### src/hw/dbc_pkg.sv
// constants, types and helpers shared by the bank command logic
package dbc_pkg;

    // ========================================================
    // widths and sizes
    localparam int DBC_BANKS     = 8;
    localparam int DBC_BA_W      = 3;
    localparam int DBC_ADDR_W    = 15;
    localparam int DBC_COL_W     = 11;
    localparam int DBC_DATA_W    = 16;
    localparam int DBC_MASK_W    = 2;
    localparam int DBC_FIFO_DEPTH = 8;
    localparam int DBC_MODE_REGS = 4;
    localparam int DBC_POST_DEPTH = 7;

    // ========================================================
    // address fields
    localparam int DBC_PRE_ALL_BIT = 10;
    localparam int DBC_COL_HI_BIT  = 11;

    // ========================================================
    // posted command entry {valid, write, auto precharge, bank, column}
    localparam int DBC_ENT_W     = 17;
    localparam int DBC_ENT_VALID = 16;
    localparam int DBC_ENT_WR    = 15;
    localparam int DBC_ENT_AP    = 14;
    localparam int DBC_ENT_BA_LO = 11;

    // ========================================================
    // command codes on {select, row strobe, column strobe, write enable}
    localparam logic [3:0] DBC_CMD_MODE  = 4'h0;
    localparam logic [3:0] DBC_CMD_REF   = 4'h1;
    localparam logic [3:0] DBC_CMD_PRE   = 4'h2;
    localparam logic [3:0] DBC_CMD_ACT   = 4'h3;
    localparam logic [3:0] DBC_CMD_WRITE = 4'h4;
    localparam logic [3:0] DBC_CMD_READ  = 4'h5;
    localparam logic [3:0] DBC_CMD_NOP   = 4'h7;

    // ========================================================
    // timing
    localparam int DBC_CLK_PERIOD_PS = 50000;
    localparam int DBC_PRECHARGE_PERIOD_PS = 15000;
    localparam int DBC_ACT_TO_ACCESS_PS    = 15000;
    localparam int DBC_PRECHARGE_CYC =
        (DBC_PRECHARGE_PERIOD_PS + DBC_CLK_PERIOD_PS - 1)
        / DBC_CLK_PERIOD_PS;
    localparam int DBC_ACT_TO_ACCESS_CYC =
        (DBC_ACT_TO_ACCESS_PS + DBC_CLK_PERIOD_PS - 1)
        / DBC_CLK_PERIOD_PS;
    localparam logic [5:0] DBC_MODE_LOAD_GAP_CYC = 6'h02;

    // ========================================================
    // reset values
    localparam logic [DBC_ADDR_W-1:0] DBC_MODE_RST = 15'h0000;
    localparam logic [DBC_ADDR_W-1:0] DBC_REF_ROW_RST = 15'h0000;

    typedef logic [5:0] dbc_timer_t;

    typedef enum logic [2:0] {
        BK_IDLE,
        BK_OPENING,
        BK_ACTIVE,
        BK_AP_WAIT,
        BK_PRECHG
    } dbc_bank_e;

    // clock cycles per burst: half the burst length
    function automatic dbc_timer_t dbc_half_burst(input logic bl8);
        return bl8 ? 6'h04 : 6'h02;
    endfunction

endpackage

### src/hw/dbc_fifo.sv
// write data fifo with valid/ready on both sides
`timescale 1ns/1ps
module dbc_fifo #(
    parameter int WIDTH = 18,
    parameter int DEPTH = 8
) (
    // clock and reset
    input  wire logic             core_clk,
    input  wire logic             rst_n,
    input  wire logic             clk_en,
    // fill side
    input  wire logic             in_valid,
    input  wire logic [WIDTH-1:0] in_data,
    output logic                  in_ready,
    // drain side
    output logic                  out_valid,
    output logic      [WIDTH-1:0] out_data,
    input  wire logic             out_ready
);
    localparam int PW = $clog2(DEPTH);

    logic [WIDTH-1:0] mem [DEPTH];
    logic [PW-1:0]    wr_ptr;
    logic [PW-1:0]    rd_ptr;
    logic [PW:0]      count;

    wire push = in_valid && in_ready;
    wire pop  = out_valid && out_ready;

    assign in_ready  = (count != (PW+1)'(DEPTH));
    assign out_valid = (count != '0);
    assign out_data  = mem[rd_ptr];

    // ========================================================
    // pointers and occupancy
    always_ff @(posedge core_clk or negedge rst_n) begin
        if (!rst_n) begin
            wr_ptr <= '0;
            rd_ptr <= '0;
            count  <= '0;
        end else if (clk_en) begin
            if (push)
                wr_ptr <= (wr_ptr == PW'(DEPTH - 1)) ? '0 : wr_ptr + 1'b1;
            if (pop)
                rd_ptr <= (rd_ptr == PW'(DEPTH - 1)) ? '0 : rd_ptr + 1'b1;
            count <= count + (PW+1)'(push) - (PW+1)'(pop);
        end
    end

    always_ff @(posedge core_clk) begin
        if (clk_en && push)
            mem[wr_ptr] <= in_data;
    end

    fifo_bound_a: assert property (@(posedge core_clk) disable iff (!rst_n)
        count <= (PW+1)'(DEPTH))
        else $error("fifo occupancy above depth");

endmodule

### src/hw/dbc_cmd.sv
// bank command decode, per-bank state and write data path
//
// Notes on behaviour
// [RQ1] commands count only with cke high now and last cycle
// [RQ2] bank idle only after precharge period and no read burst
// [RQ3] row active once open, gap met, no burst or mode load busy
// [RQ4] read auto precharge starts half a burst after internal read
// [RQ5] write auto precharge starts after latency, burst and recovery
// [RQ6] other banks accept commands during auto precharge
// [RQ7] controller refreshes or loads modes only with all banks idle
// [RQ8] sequences not allowed are illegal; controller must avoid them
// [RQ9] controller keeps write-to-read gap of at least two clocks
// [RQ10] controller spaces commands after write with auto precharge
// [RQ11] controller spaces commands after read with auto precharge
// [RQ12] deselect registers nothing; running work carries on
// [RQ13] no-operation does nothing; running work carries on
// [RQ14] mode load stores address in register chosen by bank bits
// [RQ15] activate opens given row in given bank until precharged
// [RQ16] controller precharges before new row, activates before access
// [RQ17] read starts burst; bit ten selects auto precharge
// [RQ18] write starts burst; bit ten selects auto precharge
// [RQ19] reads and writes posted by the additive latency
// [RQ20] beats with mask low are stored, mask high leaves location
// [RQ21] precharge closes one or all banks for the precharge period
// [RQ22] precharge to idle or precharging bank allowed; last one times
// [RQ23] refresh address comes from internal counter, address ignored
// [RQ24] decode of activate, read, write and precharge codes
// [RQ25] bit ten high precharges all banks, low only the addressed one
`timescale 1ns/1ps
module dbc_cmd
    import dbc_pkg::*;
(
    // clock, reset, freeze
    input  wire logic                        core_clk,
    input  wire logic                        rst_n,
    input  wire logic                        clk_en,
    // command pins
    input  wire logic                        cke,
    input  wire logic                        cs_n,
    input  wire logic                        ras_n,
    input  wire logic                        cas_n,
    input  wire logic                        we_n,
    input  wire logic [dbc_pkg::DBC_BA_W-1:0]   ba,
    input  wire logic [dbc_pkg::DBC_ADDR_W-1:0] addr,
    // settings
    input  wire logic [2:0]                  read_latency_setting,
    input  wire logic                        burst_length_setting,
    input  wire logic [2:0]                  additive_latency,
    input  wire logic [2:0]                  write_recovery_time,
    // write data in
    input  wire logic                        wdata_valid,
    input  wire logic [dbc_pkg::DBC_DATA_W-1:0] wdata,
    input  wire logic [dbc_pkg::DBC_MASK_W-1:0] write_byte_mask,
    output logic                             wdata_ready,
    // array write port
    output logic                             arr_wr_valid,
    input  wire logic                        arr_wr_ready,
    output logic [dbc_pkg::DBC_BA_W-1:0]     arr_wr_bank,
    output logic [dbc_pkg::DBC_ADDR_W-1:0]   arr_wr_row,
    output logic [dbc_pkg::DBC_COL_W-1:0]    arr_wr_col,
    output logic [dbc_pkg::DBC_DATA_W-1:0]   arr_wr_data,
    output logic [dbc_pkg::DBC_MASK_W-1:0]   arr_wr_byte_en,
    // array read start
    output logic                             rd_start,
    output logic [dbc_pkg::DBC_BA_W-1:0]     rd_bank,
    output logic [dbc_pkg::DBC_ADDR_W-1:0]   rd_row,
    output logic [dbc_pkg::DBC_COL_W-1:0]    rd_col,
    // refresh
    output logic                             refresh_pulse,
    output logic [dbc_pkg::DBC_ADDR_W-1:0]   refresh_row,
    // mode registers
    input  wire logic [1:0]                  mode_sel,
    output logic [dbc_pkg::DBC_ADDR_W-1:0]   mode_data,
    output logic                             mode_busy,
    // status
    output logic [dbc_pkg::DBC_BANKS-1:0]    bank_idle,
    output logic [dbc_pkg::DBC_BANKS-1:0]    bank_row_active,
    output logic                             rd_busy,
    output logic                             wr_busy
);
    import dbc_pkg::*;

    // ========================================================
    // state
    dbc_bank_e             bank_state [DBC_BANKS];
    dbc_timer_t            bank_timer [DBC_BANKS];
    logic [DBC_ADDR_W-1:0] bank_row   [DBC_BANKS];
    logic [DBC_ENT_W-1:0]  post_pipe  [DBC_POST_DEPTH];
    logic [DBC_ADDR_W-1:0] mode_regs  [DBC_MODE_REGS];
    logic                  cke_prev;
    dbc_timer_t            mode_timer;
    dbc_timer_t            rd_left;
    logic [DBC_BA_W-1:0]   rd_burst_bank;
    logic [3:0]            wr_left;
    logic [DBC_BA_W-1:0]   wr_bank;
    logic [DBC_COL_W-1:0]  wr_col;

    // ========================================================
    // command decode
    wire [3:0] cmd_code = {cs_n, ras_n, cas_n, we_n};
    // deselect and no-operation fall through every match below
    wire cmd_live = cke_prev && cke && !cs_n && !mode_busy; // RQ1 RQ12 RQ13
    wire act_cmd  = cmd_live && cmd_code == DBC_CMD_ACT;   // RQ24
    wire rd_cmd   = cmd_live && cmd_code == DBC_CMD_READ;  // RQ24
    wire wr_cmd   = cmd_live && cmd_code == DBC_CMD_WRITE; // RQ24
    wire pre_cmd  = cmd_live && cmd_code == DBC_CMD_PRE;   // RQ24
    wire ref_cmd  = cmd_live && cmd_code == DBC_CMD_REF;
    wire mode_cmd = cmd_live && cmd_code == DBC_CMD_MODE;
    wire pre_all  = addr[DBC_PRE_ALL_BIT];                 // RQ25
    wire [DBC_COL_W-1:0] cmd_col = {addr[DBC_COL_HI_BIT], addr[9:0]};

    wire [DBC_ENT_W-1:0] new_ent = {rd_cmd || wr_cmd, wr_cmd,
                                    addr[DBC_PRE_ALL_BIT], ba, cmd_col};

    // posted reads and writes reach the core after the additive latency
    wire [DBC_ENT_W-1:0] int_ent = (additive_latency == 3'h0) ? new_ent
                         : post_pipe[additive_latency - 3'h1]; // RQ19
    wire                  int_go = int_ent[DBC_ENT_VALID];
    wire                  int_wr = int_ent[DBC_ENT_WR];
    wire                  int_ap = int_ent[DBC_ENT_AP];
    wire [DBC_BA_W-1:0]   int_ba = int_ent[DBC_ENT_BA_LO +: DBC_BA_W];
    wire [DBC_COL_W-1:0]  int_col = int_ent[DBC_COL_W-1:0];
    wire int_rd_go = int_go && !int_wr;
    wire int_wr_go = int_go && int_wr;

    wire dbc_timer_t half   = dbc_half_burst(burst_length_setting);
    wire dbc_timer_t rl_cyc = {3'h0, read_latency_setting};
    // earliest explicit precharge that still keeps every read beat
    wire dbc_timer_t rd_ap_wait = half; // RQ4
    // write latency is one below read latency, then recovery
    wire dbc_timer_t wr_ap_wait = rl_cyc - 6'h01 + half
                                + {3'h0, write_recovery_time}; // RQ5

    // ========================================================
    // write data fifo; drains only while a write burst wants beats
    logic                  fifo_valid;
    logic [DBC_DATA_W+DBC_MASK_W-1:0] fifo_data;
    wire                   fifo_pop = arr_wr_valid && arr_wr_ready;

    dbc_fifo #(
        .WIDTH (DBC_DATA_W + DBC_MASK_W),
        .DEPTH (DBC_FIFO_DEPTH)
    ) u_wfifo (
        .core_clk  (core_clk),
        .rst_n     (rst_n),
        .clk_en    (clk_en),
        .in_valid  (wdata_valid),
        .in_data   ({write_byte_mask, wdata}),
        .in_ready  (wdata_ready),
        .out_valid (fifo_valid),
        .out_data  (fifo_data),
        .out_ready (fifo_pop)
    );

    wire [DBC_MASK_W-1:0] fifo_mask = fifo_data[DBC_DATA_W +: DBC_MASK_W];
    assign arr_wr_valid   = (wr_left != 4'h0) && fifo_valid;
    assign arr_wr_bank    = wr_bank;
    assign arr_wr_row     = bank_row[wr_bank];
    assign arr_wr_col     = wr_col;
    assign arr_wr_data    = fifo_data[DBC_DATA_W-1:0];
    assign arr_wr_byte_en = ~fifo_mask; // RQ20

    assign rd_busy   = (rd_left != 6'h00);
    assign wr_busy   = (wr_left != 4'h0);
    assign mode_busy = (mode_timer != 6'h00);
    assign mode_data = mode_regs[mode_sel];

    // ========================================================
    // status per bank
    always_comb begin
        for (int b = 0; b < DBC_BANKS; b++) begin
            bank_idle[b] = bank_state[b] == BK_IDLE
                && !(rd_busy && rd_burst_bank == 3'(b)); // RQ2
            bank_row_active[b] = bank_state[b] == BK_ACTIVE && !mode_busy
                && !(rd_busy && rd_burst_bank == 3'(b))
                && !(wr_busy && wr_bank == 3'(b)); // RQ3
        end
    end

    // ========================================================
    // posting pipe and command bookkeeping
    always_ff @(posedge core_clk or negedge rst_n) begin
        if (!rst_n) begin
            cke_prev <= 1'b0;
            for (int i = 0; i < DBC_POST_DEPTH; i++)
                post_pipe[i] <= '0;
        end else if (clk_en) begin
            cke_prev     <= cke;
            post_pipe[0] <= new_ent; // RQ19
            for (int i = 1; i < DBC_POST_DEPTH; i++)
                post_pipe[i] <= post_pipe[i-1];
        end
    end

    always_ff @(posedge core_clk or negedge rst_n) begin
        if (!rst_n) begin
            mode_timer <= 6'h00;
            for (int i = 0; i < DBC_MODE_REGS; i++)
                mode_regs[i] <= DBC_MODE_RST;
        end else if (clk_en) begin
            if (mode_cmd) begin
                mode_regs[ba[1:0]] <= addr;  // RQ14
                mode_timer <= DBC_MODE_LOAD_GAP_CYC;
            end else if (mode_busy)
                mode_timer <= mode_timer - 6'h01;
        end
    end

    // refresh rows come from the counter; the address pins are ignored
    always_ff @(posedge core_clk or negedge rst_n) begin
        if (!rst_n) begin
            refresh_pulse <= 1'b0;
            refresh_row   <= DBC_REF_ROW_RST;
        end else if (clk_en) begin
            refresh_pulse <= ref_cmd; // RQ23
            if (ref_cmd)
                refresh_row <= refresh_row + 15'h0001; // RQ23
        end
    end

    // ========================================================
    // bursts
    always_ff @(posedge core_clk or negedge rst_n) begin
        if (!rst_n) begin
            rd_start      <= 1'b0;
            rd_bank       <= '0;
            rd_row        <= '0;
            rd_col        <= '0;
            rd_left       <= 6'h00;
            rd_burst_bank <= '0;
        end else if (clk_en) begin
            rd_start <= int_rd_go; // RQ17
            if (int_rd_go) begin
                rd_bank       <= int_ba;
                rd_row        <= bank_row[int_ba];
                rd_col        <= int_col;
                rd_burst_bank <= int_ba;
                rd_left       <= rl_cyc + half;
            end else if (rd_busy)
                rd_left <= rd_left - 6'h01;
        end
    end

    // beats of a write burst are taken as the fifo supplies them
    always_ff @(posedge core_clk or negedge rst_n) begin
        if (!rst_n) begin
            wr_left <= 4'h0;
            wr_bank <= '0;
            wr_col  <= '0;
        end else if (clk_en) begin
            if (int_wr_go) begin // RQ18
                wr_left <= {half[2:0], 1'b0};
                wr_bank <= int_ba;
                wr_col  <= int_col;
            end else if (fifo_pop) begin
                wr_left <= wr_left - 4'h1;
                wr_col  <= wr_col + 11'h001;
            end
        end
    end

    // ========================================================
    // bank state; each bank only sees commands aimed at it, so
    // the others keep running through an auto precharge
    always_ff @(posedge core_clk or negedge rst_n) begin
        if (!rst_n) begin
            for (int b = 0; b < DBC_BANKS; b++) begin
                bank_state[b] <= BK_IDLE;
                bank_timer[b] <= 6'h00;
                bank_row[b]   <= '0;
            end
        end else if (clk_en) begin
            for (int b = 0; b < DBC_BANKS; b++) begin // RQ6
                if (bank_timer[b] != 6'h00)
                    bank_timer[b] <= bank_timer[b] - 6'h01;
                else if (bank_state[b] == BK_OPENING)
                    bank_state[b] <= BK_ACTIVE; // RQ3
                else if (bank_state[b] == BK_AP_WAIT) begin
                    bank_state[b] <= BK_PRECHG; // RQ4 RQ5
                    bank_timer[b] <= 6'(DBC_PRECHARGE_CYC);
                end else if (bank_state[b] == BK_PRECHG)
                    bank_state[b] <= BK_IDLE; // RQ2
                if (act_cmd && ba == 3'(b) && bank_state[b] == BK_IDLE) begin
                    bank_state[b] <= BK_OPENING; // RQ15
                    bank_row[b]   <= addr;
                    bank_timer[b] <= 6'(DBC_ACT_TO_ACCESS_CYC);
                end
                if (pre_cmd && (pre_all || ba == 3'(b))
                        && bank_state[b] != BK_IDLE) begin
                    bank_state[b] <= BK_PRECHG; // RQ21 RQ25
                    bank_timer[b] <= 6'(DBC_PRECHARGE_CYC); // RQ22
                end
                if (int_go && int_ap && int_ba == 3'(b)) begin
                    bank_state[b] <= BK_AP_WAIT;
                    bank_timer[b] <= int_wr ? wr_ap_wait : rd_ap_wait;
                end
            end
        end
    end

    // ========================================================
    // checks
    desel_quiet_a: assert property (@(posedge core_clk) // RQ12
        disable iff (!rst_n)
        (clk_en && cs_n && !mode_busy) |=> !refresh_pulse && !mode_busy)
        else $error("deselect started work");

    nop_quiet_a: assert property (@(posedge core_clk) // RQ13
        disable iff (!rst_n)
        (clk_en && cmd_code == DBC_CMD_NOP) |=> !refresh_pulse)
        else $error("no-operation started work");

    act_opens_a: assert property (@(posedge core_clk) // RQ15
        disable iff (!rst_n)
        (clk_en && act_cmd && bank_idle[ba] && !(int_go && int_ba == ba))
        |=> bank_row[$past(ba)] == $past(addr)
            && !bank_row_active[$past(ba)])
        else $error("activate did not open row");

    pre_closes_a: assert property (@(posedge core_clk) // RQ21
        disable iff (!rst_n)
        (clk_en && pre_cmd && !pre_all && bank_row_active[ba])
        |=> !bank_idle[$past(ba)] && !bank_row_active[$past(ba)])
        else $error("precharge did not close bank");

    refresh_row_a: assert property (@(posedge core_clk) // RQ23
        disable iff (!rst_n)
        (clk_en && ref_cmd)
        |=> refresh_pulse && refresh_row == $past(refresh_row) + 15'h0001)
        else $error("refresh row did not advance");

    mode_load_a: assert property (@(posedge core_clk) // RQ14
        disable iff (!rst_n)
        (clk_en && mode_cmd)
        |=> mode_regs[$past(ba[1:0])] == $past(addr) && mode_busy)
        else $error("mode load lost");

    mask_store_a: assert property (@(posedge core_clk) // RQ20
        disable iff (!rst_n)
        arr_wr_valid |-> (arr_wr_byte_en & fifo_mask) == '0
            && (arr_wr_byte_en | fifo_mask) == '1)
        else $error("byte mask not honoured");

    posted_read_a: assert property (@(posedge core_clk) // RQ19
        disable iff (!rst_n)
        (clk_en && rd_cmd && additive_latency == 3'h2)
        ##1 clk_en ##1 clk_en |=> rd_start)
        else $error("posted read not delayed by latency");

    rd_idle_a: assert property (@(posedge core_clk) // RQ2
        disable iff (!rst_n)
        rd_busy |-> !bank_idle[rd_burst_bank])
        else $error("bank idle during read burst");

endmodule

### config.mk
export PLATFORM = sky130hd
export DESIGN_NAME = dbc_cmd
export DESIGN_NICKNAME = d
export VERILOG_FILES = /design/src/hw/dbc_pkg.sv /design/src/hw/dbc_fifo.sv /design/src/hw/dbc_cmd.sv
export SDC_FILE = /design/constraint.sdc
export NUM_CORES = 1
export LEC_CHECK = 0
export BUFFER_PORTS_ARGS = -buffer_cell sky130_fd_sc_hd__buf_4
export CAP_MARGIN = 20
export CORE_ASPECT_RATIO = 1.4
export CORE_MARGIN = 3
export CORE_UTILIZATION = 40
export CTS_CLUSTER_SIZE = 25
export DETAILED_ROUTE_END_ITERATION = 7
export HOLD_SLACK_MARGIN = 0.1
export SYNTH_ARGS = -nofsm -noshare
export SYNTH_HDL_FRONTEND = slang
export SYNTH_SLANG_ARGS = --single-unit
### constraint.sdc
create_clock -name core_clk -period 3.65 [get_ports core_clk]
set_clock_uncertainty 0.2 [all_clocks]
set_input_delay 0.5475 -clock core_clk [delete_from_list [all_inputs] [get_ports core_clk]]
set_output_delay 0.5475 -clock core_clk [all_outputs]
set_load 0.01 [all_outputs]
# After elaboration in Yosys (flattened, before gate mapping)
# Memories as Yosys holds them, arrays and structs flattened.
# Index checks and enable logic that the tools add are counted.
# classes
addsub	22
n_lt_le_gt_ge	6
eq_ne	84
muxes	134
bitwise	6
reduce_logical	220
# op_table
cell	n
$mux W6	53
$mux W3	59
$reduce_bool A6 Y1	18
$logic_and A1 B1 Y1	106
$mux W15	7
$bmux W15 S3	2
$eq A3 B3 Y1 const B	26
$eq A3 B2 Y1 const B	24
$bwmux W60	1
$sub A6 B1 Y6 const B	10
$bmux W17 S3	1
$mux W17	3
$reduce_and A3 Y1	16
$ne A5 B2 Y1 const B	8
$reduce_bool A5 Y1	8
$logic_not A3 Y1	13
$eq A3 B1 Y1 const B	12
$reduce_and A2 Y1	17
$ne A4 B1 Y1 const B	8
$bmux W15 S2	1
$demux W15 S2	1
$reduce_bool A3 Y1	8
$mux W11	2
$logic_not A1 Y1	19
27 further kinds	49
# word_totals
ff_bits	458
mem_bits_rw	144
in_bits	58
memories	1
# mem_list
name	depth	word_bits	rd	rd_ports_with_merged_regs	wr	line	text
u_wfifo.mem	8	18	1	0	1	dbc_fifo.sv:22	logic [WIDTH-1:0] mem [DEPTH];

# Logic depth before layout (Yosys ltp)
# Gate-level depths: netlist of the first run.
# depth
word_depth	10
mapped_depth	15
ltp_nobuf	14

# Cells and area by module
# Synthesis of the first run repeated with hierarchy kept, for this count alone.
# hier_totals
cells_unflattened	2476
area_unflattened_um2	30541.8
# modules_own_cells
module	instances	cells_each	area_per_inst_um2	seq_area_each_um2
dbc_cmd	1	2196	24312.1	11210.8
dbc_fifo	1	280	6229.7	4574.4

# Worst setup path before layout of the first run
# Ideal clock, no wire load.
# synth_timing
path_type	input-to-reg
start	input clk_en
end	memory u_wfifo.mem[0][0], enable pin
arrival_time_ns	3.202
required_time_ns	3.034
path_slack_ns	-0.168
stages	6
path_buffers	3
cell_sequence	clkbuf_1 > buf_1 > clkbuf_1 > nand2_1 > or2_2 > nor3_1
# synth_between
elab_chain_cells	3
# synth_rtl
element	line	text
start: declaration	dbc_cmd.sv:36	input wire logic clk_en,
$logic_and A1 B1 Y1	dbc_fifo.sv:51	if (clk_en && push)
$mux W1	dbc_fifo.sv:51	
$mux W1 (implied by the code)	dbc_fifo.sv:52	mem[wr_ptr] <= in_data;
end: declaration	dbc_fifo.sv:22	
# No other way between the ends.

# Worst setup path in the final report of the first run
# layout_timing
start	register rd_left[0]
end	output bank_row_active[1] (netlist name)
# layout_between
elab_chain_cells	5
# layout_rtl
element	line	text
start: declaration	dbc_cmd.sv:92	dbc_timer_t rd_left;
start signal: assignment	dbc_cmd.sv:238	rd_left <= rl_cyc + half;
start signal: assignment	dbc_cmd.sv:240	rd_left <= rd_left - 6'h01;
$reduce_bool A6 Y1	dbc_cmd.sv:163	assign rd_busy = (rd_left != 6'h00);
$logic_and A1 B1 Y1	dbc_cmd.sv:175	&& !(rd_busy && rd_burst_bank == 3'(b))
$logic_not A1 Y1	dbc_cmd.sv:175	
$logic_and A1 B1 Y1	dbc_cmd.sv:175	
$logic_and A1 B1 Y1	dbc_cmd.sv:176	&& !(wr_busy && wr_bank == 3'(b));
end: declaration	dbc_cmd.sv:77	output logic [dbc_pkg::DBC_BANKS-1:0] bank_row_active,
# No other way between the ends.

==> flow_metrics.tcl, run 1 <==
set metrics [dict create \
    critPathRequiredTime_ns 2.90 \
    endpoint_kind "primary output" \
    die_y_um 332 \
    period_needed_ns 3.54 \
    die_area_mm2 0.0795 \
    wl_per_cell_um 23.0 \
    slowest_delay_ns 0.50 \
    crit_top_cell "nand2b_1" \
    critical_path.top_delay_family "simple AND/OR/NAND/NOR gates" \
    routabilityCongestion 0.891 \
    tightest_slew_ns 1.04 \
    synth-main-ff-cell "dfrtp_1" \
    synthCells 2455 \
    wl_met3_um 4210 \
    io_buffers 186 \
    grt_max_degree 111 \
    crit_path_start_kind "flop" \
    clkTransAtPathRegs_ns 0.06 \
    syn_to_final_growth_pct 19.2 \
    worst-path-buf-inv 2 \
    crit_chain "inv_1 -> ha_1 -> nand2b_1 -> nor3_1 -> nand2b_1 -> nor2b_1 -> a2111oi_1 -> buf_4" \
    met1Wirelength_um 34700 \
    grt_overflow 0 \
    hp-class "primary input to flop" \
    num_rows 119 \
    wl_met2_um 44300 \
    hpwl_um 59500 \
    initial_utilization_pct 40.4 \
    seqPwrFrac_pct 40.5 \
    ys_ff_latch 602 \
    placed_area_mm2 0.0337 \
    cts_max_path_buffers 3 \
    grt_pass1_vias 23100 \
    ys_warn_count 0 \
    drt_iter0_drc 1492 \
    p_comb_share_pct 29.4 \
    fin_area_mm2 0.0363 \
    ctsHtreeMaxLevel 3 \
    viasPerCell 5.84 \
    drive_above_1_share_pct 32.0 \
    status "complete, no violations" \
    antenna_found_initial 2 \
    synth_nets 2560 \
    grt.total_usage_pct 21.6 \
    core_mm2 0.0753 \
    cts_buffers 66 \
    synth_cell_types 88 \
    top_layer "met4" \
    setup_slack_ns 0.106 \
    pwr-share-clk_pct 30.1 \
    ir_drop_mv 0.383 \
    p_switching_uw 7530 \
    clock_sinks 602 \
    powerDensity_mw_per_mm2 625 \
    cap_violations 0 \
    power.total_uw 22700 \
    clockRootBuffer "clkbuf_16" \
    leakage_uw 0.0158 \
    cp.arrival_ns 2.80 \
    layout_commonest_cell "dfrtp_1" \
    tritoncts "done" \
    hold_viol_final 0 \
    p_int_uw 15100 \
    relSlewSlack_pct 30.4 \
    synth_seq_area_share_pct 51.9 \
    critical-path-slowest-cell "a2111oi_1" \
    fin_setup_tns_ns 0 \
    drt-total-wl_um 86300 \
    drv_slew 0 \
    nNetsFinal 2836 \
    io_pins 187 \
    via_count 21900 \
    period_share_pct 97.1 \
    syn-cell-area_mm2 0.0304 \
    synth_edf_count 144 \
    post_cts_buffers 0 \
    drc 0 \
    clk-insertion-delay-late_ns 0.64 \
    async_reset_ff_share_pct 76.1 \
    fmax_mhz 282 \
    grt_pass1_wl_um 134000 \
    first_pass_iters 5 \
    crit_type "flop to primary output" \
    fp.dieW_um 239 \
    dp_slack_ns -0.0574 \
    synth.avg_cell_area_um2 12.4 \
    netSwitchingFraction_pct 33.2 \
    layout_common_cells "dfrtp_1, mux2_2, buf_4" \
    rsz0062_at_grt "yes" \
    setup_viol 0 \
    ant_nets 0 \
    crit_fanout 8 \
]
tightest hold or removal path, delay by kind of cell:
family	cells	cell delay [ns]
buffers and inverters	1	0.16
AO/OA/AOI/OAI	1	0.08
AND/OR/NAND/NOR	1	0.12
power groups by stage:
| stage | Sequential [µW] | Clock, µW | Combinational (µW) |
|---|---|---|---|
| 3_3_place_gp | 9200 | 0 | 6460 |
| 6_report | 9180 | 6830 | 6660 |
| 2_1_floorplan | 8850 | 0 | 4330 |
| 5_1_grt | 9340 | 7260 | 7270 |
| 4_1_cts | 9150 | 7010 | 6700 |
| 3_5_place_dp | 9260 | 0 | 6640 |
cells in the mapped netlist, types with 18 or more instances:
cell type | count | share of area, %
and3_1 | 32 | 0.66
nand3_1 | 67 | 1.1
mux4_2 | 98 | 7.3
or3_1 | 18 | 0.37
dfrtp_1 | 458 | 38
mux2i_1 | 98 | 3.2
nor2_1 | 108 | 1.3
buf_2 | 20 | 0.33
a31oi_1 | 19 | 0.39
ha_1 | 42 | 1.7
edfxtp_1 | 144 | 14
o211ai_1 | 20 | 0.49
a22oi_1 | 18 | 0.44
inv_1 | 83 | 1.0
mux2_2 | 322 | 12
buf_1 | 19 | 0.23
nand2b_1 | 21 | 0.43
clkbuf_1 | 99 | 1.2
nand4_1 | 18 | 0.37
nor3_1 | 64 | 1.1
o21ai_0 | 123 | 2.0
nand2_1 | 176 | 2.2
a2111oi_0 | 20 | 0.58
a21oi_1 | 56 | 0.92
what timing repair did:
item | 4_1_cts | 5_1_grt
hold buffers | 35 | 0
endpoints found under the setup margin | 1 | 4
endpoints found under the hold margin | 264 | 0
gates resized for setup | 1 | 3
sequential cells by signal, summed over array words and instances (netlist names):
name / flops
u_wfifo.rd_ptr: 3
mode_regs: 60
arr_wr_col: 11
bank_timer: 48
cke_prev: 1
rd_col: 11
arr_wr_bank: 3
rd_start: 1
rd_burst_bank: 3
refresh_pulse: 1
u_wfifo.mem: 144
refresh_row: 15
post_pipe: 119
mode_timer: 6
u_wfifo.count: 4
bank_row: 120
rd_left: 6
rd_row: 15
u_wfifo.wr_ptr: 3
bank_state: 24
wr_left: 4
logic make-up (layout without fill, tap and decap cells):
logic type               Yosys count  in the layout  synth area share, %
other                              0              1                    0
adder cells (fa/ha/maj)           47             47                 2.06
buffers and inverters            231            556                 3.10
multiplexers                     518            518                 22.4
flip-flops                       602            602                 51.9
AND/OR/NAND/NOR                  599            599                 10.1
AO/OA/AOI/OAI                    427            427                 9.62
XOR/XNOR                          31             31                0.892
path summary, 6_finish.rpt:
check                           depth (start not counted)                  to            start  slack [ns]
worst max register to register                          7      bank_timer[17]    mode_timer[3]        0.28
max in group asynchronous                               3        bank_row[31]            rst_n        1.86
worst min-delay path                                    3      post_pipe[117]             we_n        0.16
min in group asynchronous                               2       post_pipe[76]            rst_n        0.31
worst min register to register                          1     refresh_row[14]  refresh_row[14]        0.28
worst max-delay path                                    8  bank_row_active[1]       rd_left[0]        0.11
metal layers:
| metal | GRT usage (%) | vias up |
|---|---|---|
| li1 | - | 9795 |
| met1 | 26.3 | 11300 |
| met2 | 38.3 | 678 |
| met3 | 3.02 | 158 |
| met4 | 8.66 | 0 |
| met5 | 0 | - |
stage by stage:
stage / instances / util [%] / hold WS (ns)
after floorplan: 2455 / - / 0.0519
after global placement: 3596 / 44.7 / 0.258
after detailed placement: 3596 / 44.7 / 0.267
after CTS: 3748 / 48.1 / 0.121
after global routing: 3749 / 48.1 / 0.143
final: 3749 / 48.1 / 0.156
layout make-up:
class                           instances  area (µm²)
Clock buffer                           87        1810
Tap cell                              968        1210
Clock inverter                         30         384
Multi-Input combinational cell       1622       13700
Fill cell                            6664       39100
Antenna cell                            1        2.50
Timing Repair Buffer                  355        3000
Inverter                               84         315
Sequential cell                       602       15800
(Power assumes the default switching activity.)
==> run 2, diff against run 1 <==
BUFFER_PORTS_ARGS = -buffer_cell sky130_fd_sc_hd__buf_2   (was -buffer_cell sky130_fd_sc_hd__buf_4)
GPL_ROUTABILITY_DRIVEN = 0   (was unset)
==> run 2 against run 1 <==
Against the previous run:
- non-clock buffer count is 1 higher
- die area is the same
- hold slack lost 0.015 ns
- critical endpoint is now bank_row_active[4]
- worst setup slack better by 0.023 ns
- clock-buffer cell count is 5 lower
- global-route usage decreased by 0.33 points
==> flow_metrics.tcl, run 2 (synthesis gave the netlist of run 1 again) <==
set metrics [dict create \
    status "complete, no violations" \
    reg2reg_slack_ns 0.16 \
    drv_slew 0 \
    initial_utilization_pct 40.4 \
    leakage_uw 0.0157 \
    fp.dieW_um 239 \
    drt-total-wl_um 85400 \
    r2r_start "mode_timer[2]" \
    core_mm2 0.0753 \
    clock_sinks 602 \
    antenna_found_initial 10 \
    reg_top3 "u_wfifo.mem (144), bank_row (120), post_pipe (119)" \
    largest_reg_flops 144 \
    drive_above_1_share_pct 32.5 \
    grt_pass1_wl_um 133000 \
    die_area_mm2 0.0795 \
    setup_viol 0 \
    cts_max_path_buffers 3 \
    hold_viol_final 0 \
    grt_max_degree 102 \
    power.total_uw 22300 \
    layout_common_cells "dfrtp_1, mux2_2, buf_2" \
    tritoncts "done" \
    hp-class "primary input to flop" \
    syn_to_final_growth_pct 17.8 \
    layout_commonest_cell "dfrtp_1" \
    period_share_pct 96.5 \
    grt.total_usage_pct 21.2 \
    regMostFlops "u_wfifo.mem" \
    endpoint_kind "primary output" \
    grt_pass1_vias 22900 \
    ir_drop_mv 0.468 \
    clk-insertion-delay-late_ns 0.68 \
    final_core_util_pct 47.6 \
    fin_setup_tns_ns 0 \
    relSlewSlack_pct 31.2 \
    num_rows 119 \
    reg2reg_to "rd_row[7]" \
    nNetsFinal 2830 \
    critPathRequiredTime_ns 2.90 \
    ctsHtreeMaxLevel 2 \
    cp.arrival_ns 2.77 \
    hpwl_um 58700 \
    cts_buffers 59 \
    holdPathStages 3 \
    placed_area_mm2 0.0333 \
    tightest_slew_ns 1.03 \
    wl_per_cell_um 22.8 \
    crit_fanout 6 \
    hp-start "addr[1]" \
    drt_iter0_drc 1473 \
    die_y_um 332 \
    clkTransAtPathRegs_ns 0.07 \
    fmax_mhz 284 \
    io_buffers 186 \
    cap_violations 0 \
    fin_area_mm2 0.0359 \
    viasPerCell 5.87 \
    rr_worst_depth 10 \
    grt_overflow 0 \
    holdPathEnd "bank_row[91]" \
    io_pins 187 \
    first_pass_iters 6 \
    crit_type "flop to primary output" \
    via_count 22000 \
    period_needed_ns 3.52 \
    ant_nets 0 \
    crit_path_start_kind "flop" \
    clockRootBuffer "clkbuf_16" \
    powerDensity_mw_per_mm2 620 \
    drc 0 \
    whs_ns 0.141 \
]
run 2: cell type report:
cell class | instances | area (µm²)
Timing Repair Buffer | 356 | 2600
Tap cell | 968 | 1210
Inverter | 84 | 319
Sequential cell | 602 | 15800
Antenna cell | 5 | 12.5
Clock buffer | 82 | 1720
Clock inverter | 28 | 428
Multi-Input combinational cell | 1622 | 13800
Fill cell | 6715 | 39500
run 2: routing by layer:
layer	up-vias	routed length, µm	global-route usage, %
met4	2	3220	7.96
met5	-	12	0
li1	9794	-	-
met2	760	43600	37.5
met1	11300	33300	25.9
met3	187	5300	3.65
run 2: repair_timing:
item	CTS	global route
buffers inserted	1	1
hold buffers	34	0
setup endpoints to repair	7	3
pin swaps	0	1
gates resized for setup	5	7
hold endpoints to repair	269	0
run 2: critical path, stage by stage, from the launching register on:
cell        delay (ns)
dfrtp_1           0.43
or4_4             0.57
buf_4             0.17
nor2_1            0.11
buf_4             0.18
clkinvlp_4        0.18
nor4_4            0.31
buf_4             0.18
run 2: per-stage QoR:
step / instances / worst slack, ns
5_1_grt: 3746 / -0.0285
6_report: 3747 / 0.129
4_1_cts: 3741 / 0.0161
3_5_place_dp: 3596 / -0.227
2_1_floorplan: 2455 / 0.0732
3_3_place_gp: 3596 / -0.189
run 2: how the worst max path moves through the flow:
stage	start	to	slack, ns	cells after the start
floorplan	additive_latency[0]	bank_timer[44]	0.07	12
global placement	additive_latency[0]	rd_row[7]	-0.19	12
detailed placement	additive_latency[0]	rd_row[7]	-0.23	12
CTS	mode_timer[3]	bank_row_active[1]	0.02	7
global route	read_latency_setting[0]	bank_timer[22]	-0.03	14
finish	mode_timer[2]	bank_row_active[4]	0.13	7
run 2: where the power goes:
part / internal [µW] / switching (µW)
clock: 3890 / 2750
combinational: 2950 / 3460
sequential: 7990 / 1210
total: 14800 / 7420
